**src/shared/afmc_pkg.sv**
```systemverilog
/*
  afmc_pkg: register offsets, field positions and reset values for the
  feature mode control block.
  Assumes a 4-bit register address and 16-bit register data.
*/
package afmc_pkg;
  localparam logic [3:0] ADDR_MAIN = 4'h0;
  localparam logic [3:0] ADDR_OFFSET_A = 4'h2;
  localparam logic [3:0] ADDR_RANGE_A = 4'h3;
  localparam logic [3:0] ADDR_CAL_ADJ = 4'h4;
  localparam logic [3:0] ADDR_SKEW = 4'h7;
  localparam logic [3:0] ADDR_OFFSET_B = 4'ha;
  localparam logic [3:0] ADDR_RANGE_B = 4'hb;
  localparam logic [3:0] ADDR_PHASE_A = 4'hc;
  localparam logic [3:0] ADDR_PHASE_B = 4'hd;
  localparam logic [3:0] ADDR_EXT_CLK = 4'he;
  // main configuration fields, then the trim access (cal adjust) and inverted clock (ext clock) bits
  localparam int BIT_CAL = 15;
  localparam int BIT_PHASE = 14;
  localparam int BIT_SWING = 13;
  localparam int BIT_TEST = 12;
  localparam int BIT_PD_I = 11;
  localparam int BIT_PD_Q = 10;
  localparam int BIT_INTERLEAVE = 7;
  localparam int BIT_TWOS = 4;
  localparam int BIT_TSTAMP = 3;
  localparam int BIT_SDR = 2;
  localparam int BIT_TRIM_ACCESS = 7;
  localparam int BIT_INV_CLK = 6;
  // offset register: sign above a 12-bit magnitude
  localparam int OFFSET_SIGN = 12;
  localparam int RANGE_BITS = 15;
  // reset values; swing bit high means higher swing
  localparam logic [15:0] RST_MAIN = 16'h2000;
  localparam logic [15:0] RST_OFFSET = 16'h0000;
  localparam logic [15:0] RST_RANGE = 16'h0000;
  localparam logic [15:0] RST_CAL_ADJ = 16'h0000;
  localparam logic [15:0] RST_SKEW = 16'h0040;
  localparam logic [15:0] RST_PHASE = 16'h0000;
  localparam logic [15:0] RST_EXT_CLK = 16'h0000;
endpackage : afmc_pkg

```
**src/verilog/afmc_ctrl.sv**
```systemverilog
/*
  afmc_ctrl: feature mode selection between control pins and the
  configuration registers of a dual-channel sampling converter.
  Assumes a register port (address, write strobe, data) synchronous to
  MCLK, decoded by a serial front end outside this block.
*/
`timescale 1ns/100ps
`default_nettype none
module afmc_ctrl
  import afmc_pkg::*;
(
  input wire logic MCLK,
  input wire logic RST_B,
  input wire logic EXTENDED_CONTROL_PIN_N,
  input wire logic [3:0] REG_ADDR,
  input wire logic REG_WR,
  input wire logic [15:0] REG_WDATA,
  output logic [15:0] REG_RDATA,
  input wire logic INTERLEAVE_PIN,
  input wire logic OUTPUT_PHASE_PIN,
  input wire logic TEST_PATTERN_PIN,
  input wire logic CAL_PIN,
  input wire logic I_PD_PIN,
  input wire logic Q_PD_PIN,
  input wire logic INPUT_RANGE_PIN,
  output logic EXTENDED_CONTROL_MODE,
  output logic INTERLEAVE,
  output logic OUTPUT_CLOCK_PHASE_SELECT,
  output logic SDR_MODE,
  output logic OUTPUT_SWING_SELECT,
  output logic TWOS_COMPLEMENT_SELECT,
  output logic TEST_PATTERN_SELECT,
  output logic TIMESTAMP_ENABLE,
  output logic CAL_REQUEST,
  output logic I_CHANNEL_POWERDOWN,
  output logic Q_CHANNEL_POWERDOWN,
  output logic TRIM_VALUE_ACCESS_ENABLE,
  output logic INVERTED_CLOCK_INPUT_SELECT,
  output logic [15:0] SKEW_ADJUST,
  output logic [RANGE_BITS-1:0] RANGE_I,
  output logic [RANGE_BITS-1:0] RANGE_Q,
  output logic [OFFSET_SIGN:0] OFFSET_I,
  output logic [OFFSET_SIGN:0] OFFSET_Q,
  output logic [15:0] PHASE_ADJ_I,
  output logic [15:0] PHASE_ADJ_Q
);
  logic [15:0] main_cfg, off_a, off_b, rng_a, rng_b, cal_adj, skew;
  logic [15:0] ph_a, ph_b, ext_clk;
  wire extended_control_mode = ~EXTENDED_CONTROL_PIN_N;
  wire wr_ok = REG_WR & extended_control_mode;
  wire [15:0] rd_mux =
    (REG_ADDR == ADDR_MAIN) ? main_cfg :
    (REG_ADDR == ADDR_OFFSET_A) ? off_a :
    (REG_ADDR == ADDR_RANGE_A) ? rng_a :
    (REG_ADDR == ADDR_CAL_ADJ) ? cal_adj :
    (REG_ADDR == ADDR_SKEW) ? skew :
    (REG_ADDR == ADDR_OFFSET_B) ? off_b :
    (REG_ADDR == ADDR_RANGE_B) ? rng_b :
    (REG_ADDR == ADDR_PHASE_A) ? ph_a :
    (REG_ADDR == ADDR_PHASE_B) ? ph_b :
    (REG_ADDR == ADDR_EXT_CLK) ? ext_clk : 16'h0000;

  // registers fall back to defaults whenever pin control is in force
  always_ff @(posedge MCLK or negedge RST_B) begin
    if (!RST_B) begin
      main_cfg <= RST_MAIN;
      off_a <= RST_OFFSET;
      off_b <= RST_OFFSET;
      rng_a <= RST_RANGE;
      rng_b <= RST_RANGE;
      cal_adj <= RST_CAL_ADJ;
      skew <= RST_SKEW;
      ph_a <= RST_PHASE;
      ph_b <= RST_PHASE;
      ext_clk <= RST_EXT_CLK;
    end else if (!extended_control_mode) begin
      main_cfg <= RST_MAIN;
      off_a <= RST_OFFSET;
      off_b <= RST_OFFSET;
      rng_a <= RST_RANGE;
      rng_b <= RST_RANGE;
      cal_adj <= RST_CAL_ADJ;
      skew <= RST_SKEW;
      ph_a <= RST_PHASE;
      ph_b <= RST_PHASE;
      ext_clk <= RST_EXT_CLK;
    end else if (wr_ok) begin
      if (REG_ADDR == ADDR_MAIN) main_cfg <= REG_WDATA;
      if (REG_ADDR == ADDR_OFFSET_A) off_a <= REG_WDATA;
      if (REG_ADDR == ADDR_OFFSET_B) off_b <= REG_WDATA;
      if (REG_ADDR == ADDR_RANGE_A) rng_a <= REG_WDATA;
      if (REG_ADDR == ADDR_RANGE_B) rng_b <= REG_WDATA;
      if (REG_ADDR == ADDR_CAL_ADJ) cal_adj <= REG_WDATA;
      if (REG_ADDR == ADDR_SKEW) skew <= REG_WDATA;
      if (REG_ADDR == ADDR_PHASE_A) ph_a <= REG_WDATA;
      if (REG_ADDR == ADDR_PHASE_B) ph_b <= REG_WDATA;
      if (REG_ADDR == ADDR_EXT_CLK) ext_clk <= REG_WDATA;
    end
  end

  // effective settings: pin or fixed value under pin control, register otherwise; cal and power-down pins ORed in both modes
  wire next_ilv = extended_control_mode ? main_cfg[BIT_INTERLEAVE] : INTERLEAVE_PIN;
  wire next_ph = extended_control_mode ? main_cfg[BIT_PHASE] : OUTPUT_PHASE_PIN;
  wire next_sdr = extended_control_mode & main_cfg[BIT_SDR];
  wire next_swing = extended_control_mode ? main_cfg[BIT_SWING] : 1'b1;
  wire next_twos = extended_control_mode & main_cfg[BIT_TWOS];
  wire next_tp = extended_control_mode ? main_cfg[BIT_TEST] : TEST_PATTERN_PIN;
  wire next_ts = extended_control_mode & main_cfg[BIT_TSTAMP];
  wire next_cal = CAL_PIN | (extended_control_mode & main_cfg[BIT_CAL]);
  wire next_pdi = I_PD_PIN | (extended_control_mode & main_cfg[BIT_PD_I]);
  wire next_pdq = Q_PD_PIN | (extended_control_mode & main_cfg[BIT_PD_Q]);
  wire next_trim = extended_control_mode & cal_adj[BIT_TRIM_ACCESS];
  wire next_inv = extended_control_mode & ext_clk[BIT_INV_CLK];
  // pin control only offers the high pin level, mapped to lowest range
  wire [RANGE_BITS-1:0] next_rng_a = extended_control_mode ? rng_a[RANGE_BITS-1:0] :
    RST_RANGE[RANGE_BITS-1:0];
  wire [RANGE_BITS-1:0] next_rng_b = extended_control_mode ? rng_b[RANGE_BITS-1:0] :
    RST_RANGE[RANGE_BITS-1:0];

  always_ff @(posedge MCLK or negedge RST_B) begin
    if (!RST_B) begin
      EXTENDED_CONTROL_MODE <= 1'b0;
      INTERLEAVE <= 1'b0;
      OUTPUT_CLOCK_PHASE_SELECT <= 1'b0;
      SDR_MODE <= 1'b0;
      OUTPUT_SWING_SELECT <= 1'b1;
      TWOS_COMPLEMENT_SELECT <= 1'b0;
      TEST_PATTERN_SELECT <= 1'b0;
      TIMESTAMP_ENABLE <= 1'b0;
      CAL_REQUEST <= 1'b0;
      I_CHANNEL_POWERDOWN <= 1'b0;
      Q_CHANNEL_POWERDOWN <= 1'b0;
      TRIM_VALUE_ACCESS_ENABLE <= 1'b0;
      INVERTED_CLOCK_INPUT_SELECT <= 1'b0;
      SKEW_ADJUST <= RST_SKEW;
      RANGE_I <= RST_RANGE[RANGE_BITS-1:0];
      RANGE_Q <= RST_RANGE[RANGE_BITS-1:0];
      OFFSET_I <= RST_OFFSET[OFFSET_SIGN:0];
      OFFSET_Q <= RST_OFFSET[OFFSET_SIGN:0];
      PHASE_ADJ_I <= RST_PHASE;
      PHASE_ADJ_Q <= RST_PHASE;
      REG_RDATA <= 16'h0000;
    end else begin
      EXTENDED_CONTROL_MODE <= extended_control_mode;
      INTERLEAVE <= next_ilv;
      OUTPUT_CLOCK_PHASE_SELECT <= next_ph;
      SDR_MODE <= next_sdr;
      OUTPUT_SWING_SELECT <= next_swing;
      TWOS_COMPLEMENT_SELECT <= next_twos;
      TEST_PATTERN_SELECT <= next_tp;
      TIMESTAMP_ENABLE <= next_ts;
      CAL_REQUEST <= next_cal;
      I_CHANNEL_POWERDOWN <= next_pdi;
      Q_CHANNEL_POWERDOWN <= next_pdq;
      TRIM_VALUE_ACCESS_ENABLE <= next_trim;
      INVERTED_CLOCK_INPUT_SELECT <= next_inv;
      SKEW_ADJUST <= extended_control_mode ? skew : RST_SKEW;
      RANGE_I <= next_rng_a;
      RANGE_Q <= next_rng_b;
      OFFSET_I <= extended_control_mode ? off_a[OFFSET_SIGN:0] : RST_OFFSET[OFFSET_SIGN:0];
      OFFSET_Q <= extended_control_mode ? off_b[OFFSET_SIGN:0] : RST_OFFSET[OFFSET_SIGN:0];
      PHASE_ADJ_I <= extended_control_mode ? ph_a : RST_PHASE;
      PHASE_ADJ_Q <= extended_control_mode ? ph_b : RST_PHASE;
      REG_RDATA <= extended_control_mode ? rd_mux : 16'h0000;
    end
  end
endmodule : afmc_ctrl
`default_nettype wire
```
**config.mk**
```make
export PLATFORM = sky130hd
export DESIGN_NAME = afmc_ctrl
export DESIGN_NICKNAME = d
export VERILOG_FILES = /design/src/shared/afmc_pkg.sv /design/src/verilog/afmc_ctrl.sv
export SDC_FILE = /design/constraint.sdc
export NUM_CORES = 1
export LEC_CHECK = 0
export ABC_AREA = 0
export BUFFER_PORTS_ARGS = -buffer_cell sky130_fd_sc_hd__buf_4
export CAP_MARGIN = 25
export CORE_ASPECT_RATIO = 0.6
export CORE_MARGIN = 1
export CORE_UTILIZATION = 50
export CTS_BUF_LIST = sky130_fd_sc_hd__clkbuf_8
export DETAILED_ROUTE_END_ITERATION = 8
export HOLD_SLACK_MARGIN = 0.15
export PLACE_DENSITY = 0.71
export SLEW_MARGIN = 10
export SYNTH_ARGS = -nofsm -noshare
export SYNTH_HDL_FRONTEND = slang
export SYNTH_SLANG_ARGS = --single-unit
```
**constraint.sdc**
```tcl
create_clock -name MCLK -period 3.1 [get_ports MCLK]
set_input_delay 0.62 -clock MCLK [delete_from_list [all_inputs] [get_ports MCLK]]
set_output_delay 0.62 -clock MCLK [all_outputs]
set_load 0.01 [all_outputs]
```
==> results by group, run 1 <==
Logic synthesis
  • Area leader, netlist: dfrtp_1
  • Most frequent cell after synthesis: dfrtp_1
  • Compound-Gate Fraction of Synth Area: 12.5%
  • Synthesized area: 0.0118 mm^2
  • Syn Area/Cell: 10.9 um^2
  • Sequential element share of the synthesized area: 62.3%
  • Synth async-reset ratio: 100%
  • Main flop type after synthesis: dfrtp_1
  • Syn_nets: 1106
  • Post-synth top cells: 289 x dfrtp_1, 193 x nand2_1, 110 x nor2b_1
  • Ranking of synthesized cells by area: dfrtp_1 61%, nand2_1 6.2%, nor2b_1 5.8%, mux2i_1 5.7%, o21ai_0 3.1%
  • XOR/XNOR Fraction of Synth Area: 0%
  • Largest family of logic cells by synthesized area: simple AND/OR/NAND/NOR gates
  • Yosys cell types: 46
  • Synth warn: 0
  • Synth Area in Adders: 0%
  • Syn Inst Count: 1075
  • Post-synth top area share: 61.5%
  • Number of synthesized flops with an enable pin: 0
  • Post-synthesis simple-gate area fraction: 15.6%
  • Mux cell area share after synthesis: 5.79%
  • #FFs+latches synth: 293

Pwr
  • PwrDens: 529 mW/mm^2
  • Leakage: 0.00692 uW
  • Peak supply drop: 0.289 mV

GRT
  • Largest net degree at the start of global routing: 85
  • Number of global-route vias before repair: 8635
  • First-pass GRT wire length: 47100 um
  • Grt total ovfl: 0
  • Initial antenna violation count: 0
  • Gr usage total: 25.7%

Die
  • Die Ht: 121 um
  • Die ar.: 0.0242 mm^2
  • I/O pins: 164
  • Die Wd: 200 um
  • Site Rows: 43
  • Core footprint: 0.0231 mm^2
  • Starting Density: 51.0%

Routing
  • Via density: 5.40
  • Residual DRC: 0
  • Final ANT Viol Nets: 0
  • Routed len/inst: 18.9 um
  • 1st-iter DRT viols: 750
  • Drt pass-1 iters: 5
  • WL final: 29900 um
  • Vias: 8526

CTS
  • CTS max path bufs: 3
  • Post-cts sizing count: 0
  • Setup Fix Bufs, Post-CTS: 0
  • Clock tree sinks: 293
  • CTS Root Cell: clkbuf_8
  • Hold_buf cts: 1
  • Clk_lat worst skew: 550 ps
  • Clock transition time at the flip-flop clock pins of the worst setup and hold paths: 70 ps
  • # H-tree levels: 2
  • CTS Buf Count: 43
  • CTS tree: built

Min path
  • Hold WC Path Type: input port to flip-flop
  • Worst Min Path Start: I_PD_PIN

Place
  • Port Buffers: 162
  • Detail Placement HPWL: 19800 um
  • Placed cell count: 1503
  • Gpl congestion: 0.855
  • Dpl ws: 592 ps

STA
  • Clock skew: 10.8 ps
  • Unrepaired setup endpoints after global routing: no
  • # setup viols final: 0
  • Slew Limit Fails: 0
  • Worst slew pin tran: 734 ps
  • Fin Setup TNS: 0 ps
  • Min Tclk post-route: 1970 ps
  • Final Cycle Share: 63.6%
  • Endpoints failing hold: 0
  • Rel. slew slack: 50.9%
  • Fmax: 507 MHz
  • Setup ws final: 1130 ps

Final layout
  • Register area: 0.00734 mm^2
  • Area growth from synthesis to layout: 20.9%
  • Area of the multi-input gates: 0.00399 mm^2
  • Layout cells sized above 1: 21.3%
  • Antenna cell count: 0
  • Fillers: 1911
  • Fin nets: 1265
  • Final core occ: 61.6%
  • Post-route insts no fill: 1580

Critical path
  • Worst-path maximum fanout: 30
  • CP Launch Point: REG_ADDR[0]
  • Crit path DAT: 2390 ps
  • CP Class: input port to flip-flop
  • Critical Path RT: 3510 ps
  • R2r startpoint: skew[6]$_DFFE_PN1P_
  • Crit end category: flip-flop
  • Worst setup SP type: input port

Outcome
  • Outcome: complete, no violations

Run
  • Max capacitance violation total: 0
## final cells by class
cell class / count / area share (%)
clock buffer: 58 / 5.61
clock inverter: 18 / 0.669
inverter: 18 / 0.475
multi-input combinational: 683 / 28.1
sequential: 293 / 51.6
tap: 315 / 2.77
timing repair buffer: 195 / 10.8
## cells in the final DEF, fill, tap and decap left out, types with 2 or more instances in the layout
cell type  instances
a221o_1            2
dfstp_2            4
dfrtp_1          289
nand4b_1           4
buf_4            188
buf_12             5
inv_1             33
and3b_1            2
mux2i_1           67
o2bb2ai_1         16
a21oi_1           63
a22oi_1           14
nand2_1          193
or3_1              3
o31a_1            14
o211ai_1           2
nor4_4             2
a21o_1             3
o21ai_0           74
nand2b_1           2
clkbuf_8          58
a31oi_1            2
a2bb2oi_1         14
nor2b_1          110
a311oi_1           2
o21ai_1           22
or2_2              2
o22ai_1           16
nand3_1            4
nor2_1            38
## logic make-up after synthesis
family | after synthesis
compound gates | 244
mux | 68
simple gates | 371
buf+inv | 99
flops | 293
## metrics by stage
stage / power, uW / area [um^2] / hold slack (ps)
final: 7520 / 14200 / 244
after global routing: 7810 / 14200 / 221
after CTS: 7610 / 14200 / 221
after detailed placement: 4440 / 13300 / 476
after global placement: 4430 / 13300 / 472
after floorplan: 4190 / 11800 / 324
## where the power goes
part           leakage (uW)  switching, uW  internal [uW]
Sequential          0.00405           21.1           3870
Clock              0.000520           1410           1740
Combinational       0.00234            329            150
## sequential cells by signal, indices dropped and copies added (netlist names), 15 cells and up
name and count:
PHASE_ADJ_I 16, PHASE_ADJ_Q 16, REG_RDATA 16, SKEW_ADJUST 16
cal_adj 16, ext_clk 16, main_cfg 16, off_a 16
off_b 16, ph_a 16, ph_b 16, rng_a 16
rng_b 16, skew 16, RANGE_I 15, RANGE_Q 15
## path summary, 6_finish.rpt
path	end	slack, ps	cells past startpoint
max	rng_b[11]$_DFFE_PN0P_	1130	6
min	I_CHANNEL_POWERDOWN$_DFF_PN0_	240	2
max reg2reg	REG_RDATA[6]$_DFF_PN0_	1800	4
min reg2reg	OFFSET_Q[5]$_DFF_PN0_	500	2
max in group asynchronous	RANGE_I[3]$_DFF_PN0_	1560	3
min in group asynchronous	PHASE_ADJ_I[2]$_DFF_PN0_	650	2
## worst max-delay path, cell delays in order
cell and delay [ps]:
buf_4 410, nand2_4 260, or3_1 620, buf_4 290, nand2_1 80, o21ai_0 70
## layer usage
layer | global-route usage, % | up-vias | part of all wire (%)
li1 | - | 3960 | -
met1 | 37.0 | 4239 | 46
met2 | 39.9 | 276 | 46
met3 | 5.08 | 51 | 5.9
met4 | 7.01 | 0 | 1.8
met5 | 0 | - | 0
Note: power is estimated with default switching activity, not from simulation.
==> inputs of run 2 (changes only) <==
- clock period: 3.1 -> 1.82 ns (I/O delays scaled with it)
==> results by group, run 2 (same netlist as run 1, synthesis figures left out) <==
Outcome
  • Outcome: complete, no violations (unchanged)

Critical path
  • Worst path slowest cell: dlygate4sd3_1 (was or3_1)
  • Worst-path maximum fanout: 10 (was 30)
  • Crit path DAT: 2070 ps (was 2390 ps)
  • Flop-to-flop setup slack: 570 ps (was 1800 ps)
  • Worst Reg-to-Reg Cells: 4 (unchanged)
  • CP Cell Sequence: dlygate4sd3_1 -> buf_4 -> nand2_1 -> buf_4 -> or3_1 -> buf_4 -> nand2_1 -> a21oi_1 (was buf_4 -> nand2_4 -> or3_1 -> buf_4 -> nand2_1 -> o21ai_0)
  • CP Class: input port to flip-flop (unchanged)
  • R2r endpoint: REG_RDATA[6]$_DFF_PN0_ (unchanged)
  • CP most frequent cell: buf_4 (unchanged)
  • R2r startpoint: skew[6]$_DFFE_PN1P_ (unchanged)
  • Largest stage delay, worst path: 520 ps (was 620 ps)
  • Worst setup SP type: input port (unchanged)
  • Critical Path RT: 2250 ps (was 3510 ps)
  • Crit end category: flip-flop (unchanged)

Routing
  • 1st-iter DRT viols: 598 (was 750)
  • Vias: 8784 (was 8526)
  • WL final: 30100 um (was 29900 um)
  • Via density: 5.38 (was 5.40)
  • Residual DRC: 0 (unchanged)
  • Drt pass-1 iters: 5 (unchanged)
  • Final ANT Viol Nets: 0 (unchanged)
  • Routed len/inst: 18.4 um (was 18.9 um)

STA
  • Min Tclk post-route: 1630 ps
  • Unrepaired setup endpoints after global routing: no (unchanged)
  • Rel. slew slack: 71.7% (was 50.9%)
  • Clock skew: 21.1 ps (was 10.8 ps)
  • Fin Setup TNS: 0 ps (unchanged)
  • Slew Limit Fails: 0 (unchanged)
  • Endpoints failing hold: 0 (unchanged)
  • Hold slack: 276 ps (was 244 ps)
  • Fmax: 612 MHz
  • Worst slew pin tran: 423 ps (was 734 ps)
  • # setup viols final: 0 (unchanged)
  • Final Cycle Share: 89.8%

CTS
  • # H-tree levels: 2 (unchanged)
  • Setup Fix Bufs, Post-CTS: 0 (unchanged)
  • CTS tree: built (unchanged)
  • Post-cts sizing count: 0 (unchanged)
  • Hold_buf cts: 24 (was 1)
  • Clock transition time at the flip-flop clock pins of the worst setup and hold paths: 70 ps (about the same)
  • Clock tree sinks: 293 (unchanged)
  • CTS Buf Count: 42 (was 43)
  • Clk_lat worst skew: 570 ps (was 550 ps)
  • CTS Root Cell: clkbuf_8 (unchanged)
  • CTS max path bufs: 3 (unchanged)

Final layout
  • Fin nets: 1318 (was 1265)
  • Antenna cell count: 0 (unchanged)
  • Layout cells sized above 1: 23.1% (was 21.3%)
  • Most frequent cells in the layout: 289 x dfrtp_1, 211 x buf_4, 193 x nand2_1 (was 289 x dfrtp_1, 193 x nand2_1, 188 x buf_4)
  • Fillers: 1873 (was 1911)
  • Post-route insts no fill: 1634 (was 1580)
  • Area growth from synthesis to layout: 25.4% (was 20.9%)
  • Commonest non-fill, non-tap cell in the layout: dfrtp_1 (unchanged)

Die
  • I/O pins: 164 (unchanged)
  • Site Rows: 43 (unchanged)
  • Die Ht: 121 um (unchanged)
  • Starting Density: 51.0% (unchanged)
  • Die ar.: 0.0242 mm^2 (unchanged)
  • Die Wd: 200 um (unchanged)
  • Core footprint: 0.0231 mm^2 (unchanged)

GRT
  • Grt total ovfl: 0 (unchanged)
  • Number of global-route vias before repair: 8848 (was 8635)
  • Initial antenna violation count: 0 (unchanged)
  • First-pass GRT wire length: 47800 um (was 47100 um)
  • Gr usage total: 26.0% (was 25.7%)
  • Largest net degree at the start of global routing: 73 (was 85)

Pwr
  • Switching share of power: 24.3% (was 23.4%)
  • PwrDens: 872 mW/mm^2 (was 529 mW/mm^2)
  • Seq pwr share: 51.5% (was 51.7%)
  • Leakage: 0.00718 uW (was 0.00692 uW)
  • Clock group share of total power: 41.4% (was 41.9%)
  • Peak supply drop: 0.565 mV (was 0.289 mV)
  • Gate power share: 7.1% (was 6.4%)
  • Net switching power figure: 3130 uW (was 1760 uW)
  • Pint: 9740 uW (was 5760 uW)

Place
  • Detail Placement HPWL: 20600 um (was 19800 um)
  • Gpl congestion: 0.871 (was 0.855)
  • Placed cell count: 1534 (was 1503)
  • Port Buffers: 162 (unchanged)

Min path
  • Hold WC Path Type: input port to async pin (was input port to flip-flop)

Run
  • Max capacitance violation total: 0 (unchanged)
==> run 2: cell types whose count changed in the layout (fill, tap and decap cells not counted) <==
cell,before,now
buf_12,5,13
buf_4,188,211
inv_1,33,29
clkinv_2,1,9
dlygate4sd3_1,1,24
clkbuf_8,58,54
==> run 2: worst max path at each step <==
stage	from	cells after the start	end
after floorplan	REG_ADDR[1]	7	REG_RDATA[10]$_DFF_PN0_
after global placement	REG_ADDR[2]	6	REG_RDATA[9]$_DFF_PN0_
after detailed placement	REG_ADDR[2]	6	REG_RDATA[9]$_DFF_PN0_
after CTS	REG_WR	8	ext_clk[11]$_DFFE_PN0P_
after global routing	REG_WR	8	ext_clk[11]$_DFFE_PN0P_
final	REG_WR	8	ext_clk[11]$_DFFE_PN0P_
==> run 2: cell type report <==
| class | instances | area (um^2) | area share (%) |
|---|---|---|---|
| Sequential cell | 293 | 7340 | 49.7 |
| Multi-Input combinational cell | 683 | 3990 | 27.1 |
| Timing Repair Buffer | 249 | 2100 | 14.2 |
| Clock buffer | 54 | 743 | 5.04 |
| Tap cell | 315 | 394 | 2.67 |
| Clock inverter | 22 | 120 | 0.814 |
| Inverter | 18 | 67.6 | 0.458 |
==> run 2: metal layers <==
metal,share of wire [%],vias up,track usage [%]
met5,0,-,0
met4,2.0,0,7.73
met3,6.4,45,4.91
met2,47,314,40.1
met1,45,4351,37.5
li1,-,4074,-
==> run 2: power by group through the flow <==
| stage | sequential (uW) | clock, uW | combinational [uW] |
|---|---|---|---|
| detailed placement | 6750 | 0 | 871 |
| CTS | 6630 | 5450 | 916 |
| global placement | 6740 | 0 | 862 |
| floorplan | 6750 | 0 | 380 |
| finish | 6630 | 5330 | 912 |
| global route | 6630 | 5700 | 997 |
==> run 2: per-stage QoR <==
step	utilization, %	cell area [um^2]	setup WS, ps	power [uW]
final	63.9	14800	186	12900
after detailed placement	59.1	13700	-35.0	7620
after global placement	59.1	13700	-6.76	7610
after global routing	63.9	14800	89.2	13300
after floorplan	-	11800	130	7130
after CTS	63.9	14800	222	13000
==> run 2: critical path, delay by kind of cell <==
| family | cells | cell delay, ps |
|---|---|---|
| AND/OR/NAND/NOR | 3 | 530 |
| AO/OA/AOI/OAI | 1 | 70 |
| buffers and inverters | 4 | 1080 |
